===== src/common/adc_ctrl_defines.svh =====
// Register offsets, field positions and timing counts for the converter control block
`ifndef ADC_CTRL_DEFINES_SVH
`define ADC_CTRL_DEFINES_SVH

`define OFS_INPUT_SELECT 8'h00
`define OFS_CONTROL_STATUS 8'h04
`define OFS_RESULT_LOW 8'h08
`define OFS_RESULT_HIGH 8'h0C
`define OFS_CORE_STATUS 8'h10

`define SEL_LEFT_ALIGN 5
`define CSR_ENABLE 7
`define CSR_START 6
`define CSR_FREE_RUN 5
`define CSR_DONE 4
`define CSR_IRQ_EN 3

`define CYC_FIRST_CONV 5'h19
`define CYC_NORMAL_CONV 5'h0D
`define CYC_SAMPLE 5'h02

`define REF_EXTERNAL 2'h0
`define REF_SUPPLY 2'h1
`define REF_RESERVED 2'h2
`define REF_INTERNAL 2'h3

`define CHAN_BANDGAP 4'hE
`define CHAN_GROUND 4'hF
`define CHAN_LAST_INPUT 4'h7

`endif


===== src/common/adc_ctrl_pkg.sv =====
// Types shared by the converter control block
package adc_ctrl_pkg;

    typedef enum logic [2:0]
    {
        ST_OFF = 3'b001,
        ST_IDLE = 3'b010,
        ST_CONV = 3'b100
    } conv_state_e;

    typedef struct packed
    {
        conv_state_e state;
        logic [1:0] reference_select;
        logic left_align;
        logic [3:0] channel_select;
        logic converter_enable;
        logic start_conversion;
        logic free_running_select;
        logic conversion_done_flag;
        logic conversion_irq_enable;
        logic [2:0] clock_prescale_select;
        logic [1:0] active_reference;
        logic [3:0] active_channel;
        logic first_pending;
        logic [6:0] prescale_count;
        logic [4:0] cycle_count;
        logic [4:0] cycle_target;
        logic [9:0] conversion_result;
        logic result_locked;
        logic sample_hold;
        logic irq_request;
        logic [31:0] prdata;
        logic pready;
        logic pslverr;
    } adc_state_s;

endpackage : adc_ctrl_pkg


===== src/rtl/adc_control_registers.sv =====
// Register file and conversion sequencer of a 10-bit successive-approximation converter
//
// The implementer's own choices: the placing of the registers and the APB slave port.
`include "adc_ctrl_defines.svh"

module adc_control_registers
    import adc_ctrl_pkg::*;
(
    // Clock and reset
    input wire logic clk,
    input wire logic rstn,
    // APB slave
    input wire logic psel,
    input wire logic penable,
    input wire logic pwrite,
    input wire logic [7:0] paddr,
    input wire logic [31:0] pwdata,
    output logic [31:0] prdata,
    output logic pready,
    output logic pslverr,
    // Processor side
    input wire logic global_irq_enable,
    input wire logic irq_ack,
    output logic irq_request,
    // Analog core
    input wire logic [9:0] core_result,
    output logic [1:0] reference_select_out,
    output logic [3:0] channel_select_out,
    output logic converter_power,
    output logic sample_hold,
    output logic converter_clock
);

    adc_state_s cur_r;
    adc_state_s cur_nxt;
    logic conv_clk_r;
    logic conv_clk_nxt;

    logic setup;
    logic wr;
    logic rd;
    logic tick;
    logic [6:0] divide_last;
    logic [7:0] high_byte;
    logic [7:0] low_byte;
    logic start_req;
    logic first_conv;
    logic finish;

    // Divider terminal count; a tick marks one full converter clock period
    always_comb
    begin
        unique case (cur_r.clock_prescale_select)
            3'h0, 3'h1: divide_last = 7'h01;
            3'h2: divide_last = 7'h03;
            3'h3: divide_last = 7'h07;
            3'h4: divide_last = 7'h0F;
            3'h5: divide_last = 7'h1F;
            3'h6: divide_last = 7'h3F;
            default: divide_last = 7'h7F;
        endcase
    end

    assign tick = cur_r.prescale_count == divide_last;

    // Alignment is applied at read time so a change shows at once
    always_comb
    begin
        if (cur_r.left_align)
        begin
            high_byte = cur_r.conversion_result[9:2];
            low_byte = {cur_r.conversion_result[1:0], 6'h00};
        end
        else
        begin
            high_byte = {6'h00, cur_r.conversion_result[9:8]};
            low_byte = cur_r.conversion_result[7:0];
        end
    end

    assign setup = psel && !penable;
    assign wr = psel && penable && pwrite;
    assign rd = psel && penable && !pwrite;
    assign finish = (cur_r.state == ST_CONV) && tick && (cur_r.cycle_count == cur_r.cycle_target - 5'h01);

    always_comb
    begin
        cur_nxt = cur_r;
        start_req = 1'b0;
        first_conv = 1'b0;
        cur_nxt.pready = 1'b0;
        cur_nxt.pslverr = 1'b0;
        conv_clk_nxt = conv_clk_r;

        // Divider runs only while powered, to save switching when off
        if (cur_r.converter_enable)
        begin
            cur_nxt.prescale_count = tick ? 7'h00 : cur_r.prescale_count + 7'h01;
            if (tick || cur_r.prescale_count == {1'b0, divide_last[6:1]})
                conv_clk_nxt = !conv_clk_r;
        end
        else
        begin
            cur_nxt.prescale_count = 7'h00;
            conv_clk_nxt = 1'b0;
        end

        // Bus answers in the second access cycle after setup: one wait state
        if ((wr || rd) && !cur_r.pready)
        begin
            cur_nxt.pready = 1'b1;
            if (rd)
            begin
                unique case (paddr)
                    `OFS_INPUT_SELECT: cur_nxt.prdata = {24'h0, cur_r.reference_select, cur_r.left_align,
                        1'b0, cur_r.channel_select};
                    `OFS_CONTROL_STATUS: cur_nxt.prdata = {24'h0, cur_r.converter_enable, cur_r.start_conversion,
                        cur_r.free_running_select, cur_r.conversion_done_flag, cur_r.conversion_irq_enable,
                        cur_r.clock_prescale_select};
                    `OFS_RESULT_LOW:
                    begin
                        cur_nxt.prdata = {24'h0, low_byte};
                        cur_nxt.result_locked = 1'b1;
                    end
                    `OFS_RESULT_HIGH:
                    begin
                        cur_nxt.prdata = {24'h0, high_byte};
                        cur_nxt.result_locked = 1'b0;
                    end
                    `OFS_CORE_STATUS: cur_nxt.prdata = {24'h0, 2'h0, cur_r.active_reference, cur_r.active_channel};
                    default:
                    begin
                        cur_nxt.prdata = 32'h0;
                        cur_nxt.pslverr = 1'b1;
                    end
                endcase
            end
            else
            begin
                unique case (paddr)
                    `OFS_INPUT_SELECT:
                    begin
                        cur_nxt.reference_select = pwdata[7:6];
                        cur_nxt.left_align = pwdata[`SEL_LEFT_ALIGN];
                        cur_nxt.channel_select = pwdata[3:0];
                    end
                    `OFS_CONTROL_STATUS:
                    begin
                        cur_nxt.converter_enable = pwdata[`CSR_ENABLE];
                        cur_nxt.free_running_select = pwdata[`CSR_FREE_RUN];
                        cur_nxt.conversion_irq_enable = pwdata[`CSR_IRQ_EN];
                        cur_nxt.clock_prescale_select = pwdata[2:0];
                        if (pwdata[`CSR_DONE])
                            cur_nxt.conversion_done_flag = 1'b0;
                        if (pwdata[`CSR_START] && pwdata[`CSR_ENABLE])
                            start_req = 1'b1;
                        if (pwdata[`CSR_ENABLE] && !cur_r.converter_enable)
                            cur_nxt.first_pending = 1'b1;
                    end
                    `OFS_RESULT_LOW, `OFS_RESULT_HIGH, `OFS_CORE_STATUS: cur_nxt.pslverr = 1'b0;
                    default: cur_nxt.pslverr = 1'b1;
                endcase
            end
        end

        if (irq_ack)
            cur_nxt.conversion_done_flag = 1'b0;

        unique case (cur_r.state)
            ST_OFF:
            begin
                if (cur_nxt.converter_enable)
                    cur_nxt.state = ST_IDLE;
                if (start_req)
                    first_conv = 1'b1;
            end
            ST_IDLE:
            begin
                if (!cur_nxt.converter_enable)
                    cur_nxt.state = ST_OFF;
            end
            ST_CONV:
            begin
                if (!cur_nxt.converter_enable)
                begin
                    cur_nxt.state = ST_OFF;
                    cur_nxt.start_conversion = 1'b0;
                    cur_nxt.sample_hold = 1'b0;
                end
                else if (tick)
                begin
                    cur_nxt.cycle_count = cur_r.cycle_count + 5'h01;
                    if (cur_r.cycle_count == `CYC_SAMPLE - 5'h01)
                        cur_nxt.sample_hold = 1'b0;
                    if (finish)
                    begin
                        if (!cur_r.result_locked)
                            cur_nxt.conversion_result = core_result;
                        cur_nxt.conversion_done_flag = 1'b1;
                        // Next free-run conversion starts here, so a later channel write misses it
                        if (cur_r.free_running_select)
                        begin
                            cur_nxt.active_reference = cur_nxt.reference_select;
                            cur_nxt.active_channel = cur_nxt.channel_select;
                            cur_nxt.cycle_count = 5'h00;
                            cur_nxt.cycle_target = `CYC_NORMAL_CONV;
                            cur_nxt.sample_hold = 1'b1;
                        end
                        else
                        begin
                            cur_nxt.state = ST_IDLE;
                            cur_nxt.start_conversion = 1'b0;
                        end
                    end
                end
            end
            default: cur_nxt.state = ST_OFF;
        endcase

        if (start_req && (cur_r.state != ST_CONV || first_conv))
        begin
            cur_nxt.state = ST_CONV;
            cur_nxt.start_conversion = 1'b1;
            cur_nxt.cycle_count = 5'h00;
            cur_nxt.sample_hold = 1'b1;
            cur_nxt.prescale_count = 7'h00;
            cur_nxt.active_reference = cur_nxt.reference_select;
            cur_nxt.active_channel = cur_nxt.channel_select;
            cur_nxt.first_pending = 1'b0;
            cur_nxt.cycle_target = (cur_r.first_pending || !cur_r.converter_enable) ?
                `CYC_FIRST_CONV : `CYC_NORMAL_CONV;
        end

        // Request stays low while the global enable is off
        cur_nxt.irq_request = cur_nxt.conversion_done_flag && cur_nxt.conversion_irq_enable
            && global_irq_enable;
        if (setup)
            cur_nxt.pslverr = 1'b0;
    end

    always_ff @(posedge clk or negedge rstn)
    begin
        if (!rstn)
        begin
            cur_r <= '{state: ST_OFF, default: '0};
            conv_clk_r <= 1'b0;
        end
        else
        begin
            cur_r <= cur_nxt;
            conv_clk_r <= conv_clk_nxt;
        end
    end

    assign prdata = cur_r.prdata;
    assign pready = cur_r.pready;
    assign pslverr = cur_r.pslverr;
    assign irq_request = cur_r.irq_request;
    assign reference_select_out = cur_r.active_reference;
    assign channel_select_out = cur_r.active_channel;
    assign converter_power = cur_r.converter_enable;
    assign sample_hold = cur_r.sample_hold;
    assign converter_clock = conv_clk_r;

endmodule : adc_control_registers


===== config.mk =====
export PLATFORM = sky130hd
export DESIGN_NAME = adc_control_registers
export DESIGN_NICKNAME = d
export VERILOG_FILES = /design/src/common/adc_ctrl_pkg.sv /design/src/rtl/adc_control_registers.sv
export VERILOG_INCLUDE_DIRS = /design/src /design/src/common
export SDC_FILE = /design/constraint.sdc
export NUM_CORES = 1
export LEC_CHECK = 0
export BUFFER_PORTS_ARGS = -buffer_cell sky130_fd_sc_hd__buf_2
export CORE_MARGIN = 10
export CORE_UTILIZATION = 50
export CTS_CLUSTER_DIAMETER = 120
export DETAILED_ROUTE_END_ITERATION = 10
export PLACE_DENSITY_LB_ADDON = 0.15
export SLEW_MARGIN = 40
export SYNTH_ARGS = -nofsm -noshare
export SYNTH_HDL_FRONTEND = slang
export SYNTH_SLANG_ARGS = --single-unit

===== constraint.sdc =====
create_clock -name clk -period 5.1 [get_ports clk]
set_input_delay 1.02 -clock clk [delete_from_list [all_inputs] [get_ports clk]]
set_output_delay 1.02 -clock clk [all_outputs]
set_load 0.01 [all_outputs]

==> impl_metrics.ini <==
[clocking]
clockBufferDepth = 2
cts_tree = yes
cts_setup_buffers = 0
cts_resized = 0
clkSinkCount = 64
clk_pin_slew_ns = 0.07
clk_latency_ns = 0.34
cts_root_buf = clkbuf_8
ctsHoldBuffers = 0
cts_buffers = 9
h-tree-depth = 3

[power_and_ir_drop]
ir_drop_v = 0.000142
p_per_area_nw_per_um2 = 260
p_total_uw = 1090
p_leak_uw = 0.00200

[logic_synthesis]
synth_seq_area_share_pct = 41.8
ys_warn_count = 0
synth_cells = 385
ys_ff_latch = 64
async_flop_share_pct = 100
netlist_area_um2 = 3840
synth_edf_count = 0
syn-mean-instance-area_um2 = 9.96
ys_types = 61
ys.flop_type = dfrtp_1

[min_path]
hp-class = flip-flop to flip-flop

[worst_setup_path]
worstPathMaxFanout = 7
rr_worst_depth = 6
critPathArrivalTime_ns = 3.42
endpoint = reference_select_out[1]$_DFFE_PN0P_
required_ns = 5.33
startpoint = paddr[7]
rr_endpoint = reference_select_out[1]$_DFFE_PN0P_
r2r_setup_slack_ns = 2.26
rr_startpoint = cur_r[73]$_DFFE_PN0P_
end_kind = flip-flop
path_class = input port to flip-flop
cp-start-kind = input port

[floorplan]
num_rows = 31
die_w_um = 108
start_util_pct = 52.1
boundaryPins = 101
core_area_um2 = 7370
dieArea_um2 = 11600
die_h_um = 108

[routing]
route.detailed.drc = 0
drt_iter0_markers = 185
num_vias = 2868
viasPerCell = 5.46
firstDrtPassIters = 4
wl_mm = 8.85
routedWlPerCell_um = 16.9
antenna_left = 0

[place]
place_hpwl_mm = 6.59
port_buffers = 52
routabilityCongestion = 0.920
dp_cells = 509

[global_routing]
grt_pass1_vias = 2888
grt_usage_pct = 15.4
grt_max_degree = 65
overflow = 0
grt_pass1_wl_mm = 14.5
antenna_found_initial = 0

[finish]
drive_above_1_share_pct = 24.9
multiInputGateArea_um2 = 1940
seq_area_um2 = 1600
final_cell_mix = dfrtp_1 (63), buf_2 (52), nor2_1 (29)
nNetsFinal = 483
antennaDiodeCount = 0
n_fill_cell = 675
final_cells = 525
final_common_cell = dfrtp_1
area_growth_pct = 9.46

[timing]
clock_skew_ns = 0.00913
period_minus_slack_ns = 3.19
worst_slew_pin_slew_ns = 0.751
fmax_mhz = 313
slew_headroom_pct = 49.6
period_share_pct = 62.6
finalMaxSlewViolations = 0
setup_viol = 0
rsz0062_at_grt = no
tns_ns = 0
finalHoldViolations = 0

[flow_run]
maxCapViolations = 0

[run_status]
outcome = finished clean
-- metal layers --
metal | up-vias | part of all wire [%] | track usage, %
li1 | 1386 | - | -
met4 | 0 | 1.4 | 4.58
met5 | - | 0 | 0
met2 | 92 | 49 | 26.0
met3 | 12 | 6.8 | 4.67
met1 | 1378 | 43 | 18.4
-- power breakdown --
group	switching, µW	internal (µW)
clock	202	288
combinational	51.9	27.5
sequential	7.25	517
total	262	832
-- registers in the layout, indices dropped and copies added (netlist names) --
name,cells
pslverr,1
channel_select_out,4
prdata,8
converter_power,1
reference_select_out,2
cur_r,44
irq_request,1
converter_clock,1
sample_hold,1
pready,1
-- logic make-up (layout without fill, tap and decap cells) --
family | Yosys count | count (layout) | synth area share (%)
xor gates and xnor gates | 11 | 11 | 2.51
adders and majority gates | 5 | 5 | 1.63
other | 1 | 24 | 0.0978
AOI/OAI and AO/OA | 89 | 89 | 16.2
buffers and inverters | 61 | 79 | 9.95
DFF | 64 | 64 | 41.8
muxes | 32 | 32 | 9.78
and+or+nand+nor | 122 | 122 | 18.0
-- Yosys cell counts (2+ instances only) --
cell / n / area share (%)
dfrtp_1: 63 / 41
o21a_1: 2 / 0.39
inv_1: 9 / 0.88
xor2_1: 4 / 0.91
a21oi_1: 16 / 2.1
nand2b_1: 11 / 1.8
a22o_1: 4 / 0.91
mux2_2: 16 / 4.7
o21bai_1: 4 / 0.78
o21ai_1: 2 / 0.26
o21ai_0: 19 / 2.5
o2bb2ai_1: 4 / 0.91
nand3_1: 10 / 1.3
or3b_1: 2 / 0.46
buf_2: 5 / 0.65
nor4_1: 2 / 0.33
o22ai_1: 3 / 0.49
nor2_1: 29 / 2.8
mux2_4: 6 / 2.3
nor3_1: 5 / 0.65
and3_1: 7 / 1.1
nor2b_1: 4 / 0.65
and2_1: 2 / 0.33
o31ai_1: 3 / 0.59
a21o_1: 5 / 0.98
a22oi_1: 7 / 1.4
nand3b_1: 2 / 0.39
a221oi_1: 5 / 1.1
nor3b_1: 6 / 1.2
buf_4: 39 / 7.6
xnor2_1: 7 / 1.6
ha_1: 5 / 1.6
a31oi_1: 5 / 0.82
a211oi_1: 4 / 0.78
or2_2: 2 / 0.33
mux2_1: 4 / 1.2
clkbuf_1: 8 / 0.78
mux2i_1: 6 / 1.6
nand2_1: 26 / 2.5
-- how the worst min path moves through the flow --
stage	from	to	depth (start not counted)
after floorplan	prdata[2]$_DFFE_PN0P_	prdata[2]$_DFFE_PN0P_	2
after global placement	sample_hold$_DFFE_PN0P_	sample_hold$_DFFE_PN0P_	1
after detailed placement	sample_hold$_DFFE_PN0P_	sample_hold$_DFFE_PN0P_	1
after CTS	sample_hold$_DFFE_PN0P_	sample_hold$_DFFE_PN0P_	1
after global routing	sample_hold$_DFFE_PN0P_	sample_hold$_DFFE_PN0P_	1
final	prdata[3]$_DFFE_PN0P_	prdata[3]$_DFFE_PN0P_	2
-- cell type report --
cell class / count / share of cell area (%)
clock buffer: 11 / 3.37
clock inverter: 5 / 1.91
inverter: 9 / 0.805
multi-input combinational: 283 / 46.2
sequential: 64 / 38.2
tap: 99 / 2.95
timing repair buffer: 54 / 6.64
-- critical path, cell delays in order --
cell and delay (ns):
buf_2 0.10, or4_4 0.57, and4bb_2 0.35, mux2i_1 0.38
nand4_4 0.24, o21ai_4 0.42, mux2_4 0.33
-- metrics by stage --
stage / utilization, % / cell area, µm² / worst slack, ns / hold slack, ns
after floorplan: - / 3920 / 1.94 / 0.451
after global placement: 53.9 / 3970 / 1.56 / 0.459
after detailed placement: 53.9 / 3970 / 1.54 / 0.465
after CTS: 56.9 / 4200 / 1.91 / 0.483
after global routing: 57.0 / 4200 / 1.85 / 0.499
final: 57.0 / 4200 / 1.91 / 0.479
No activity file was read; power rests on OpenSTA's default activity.
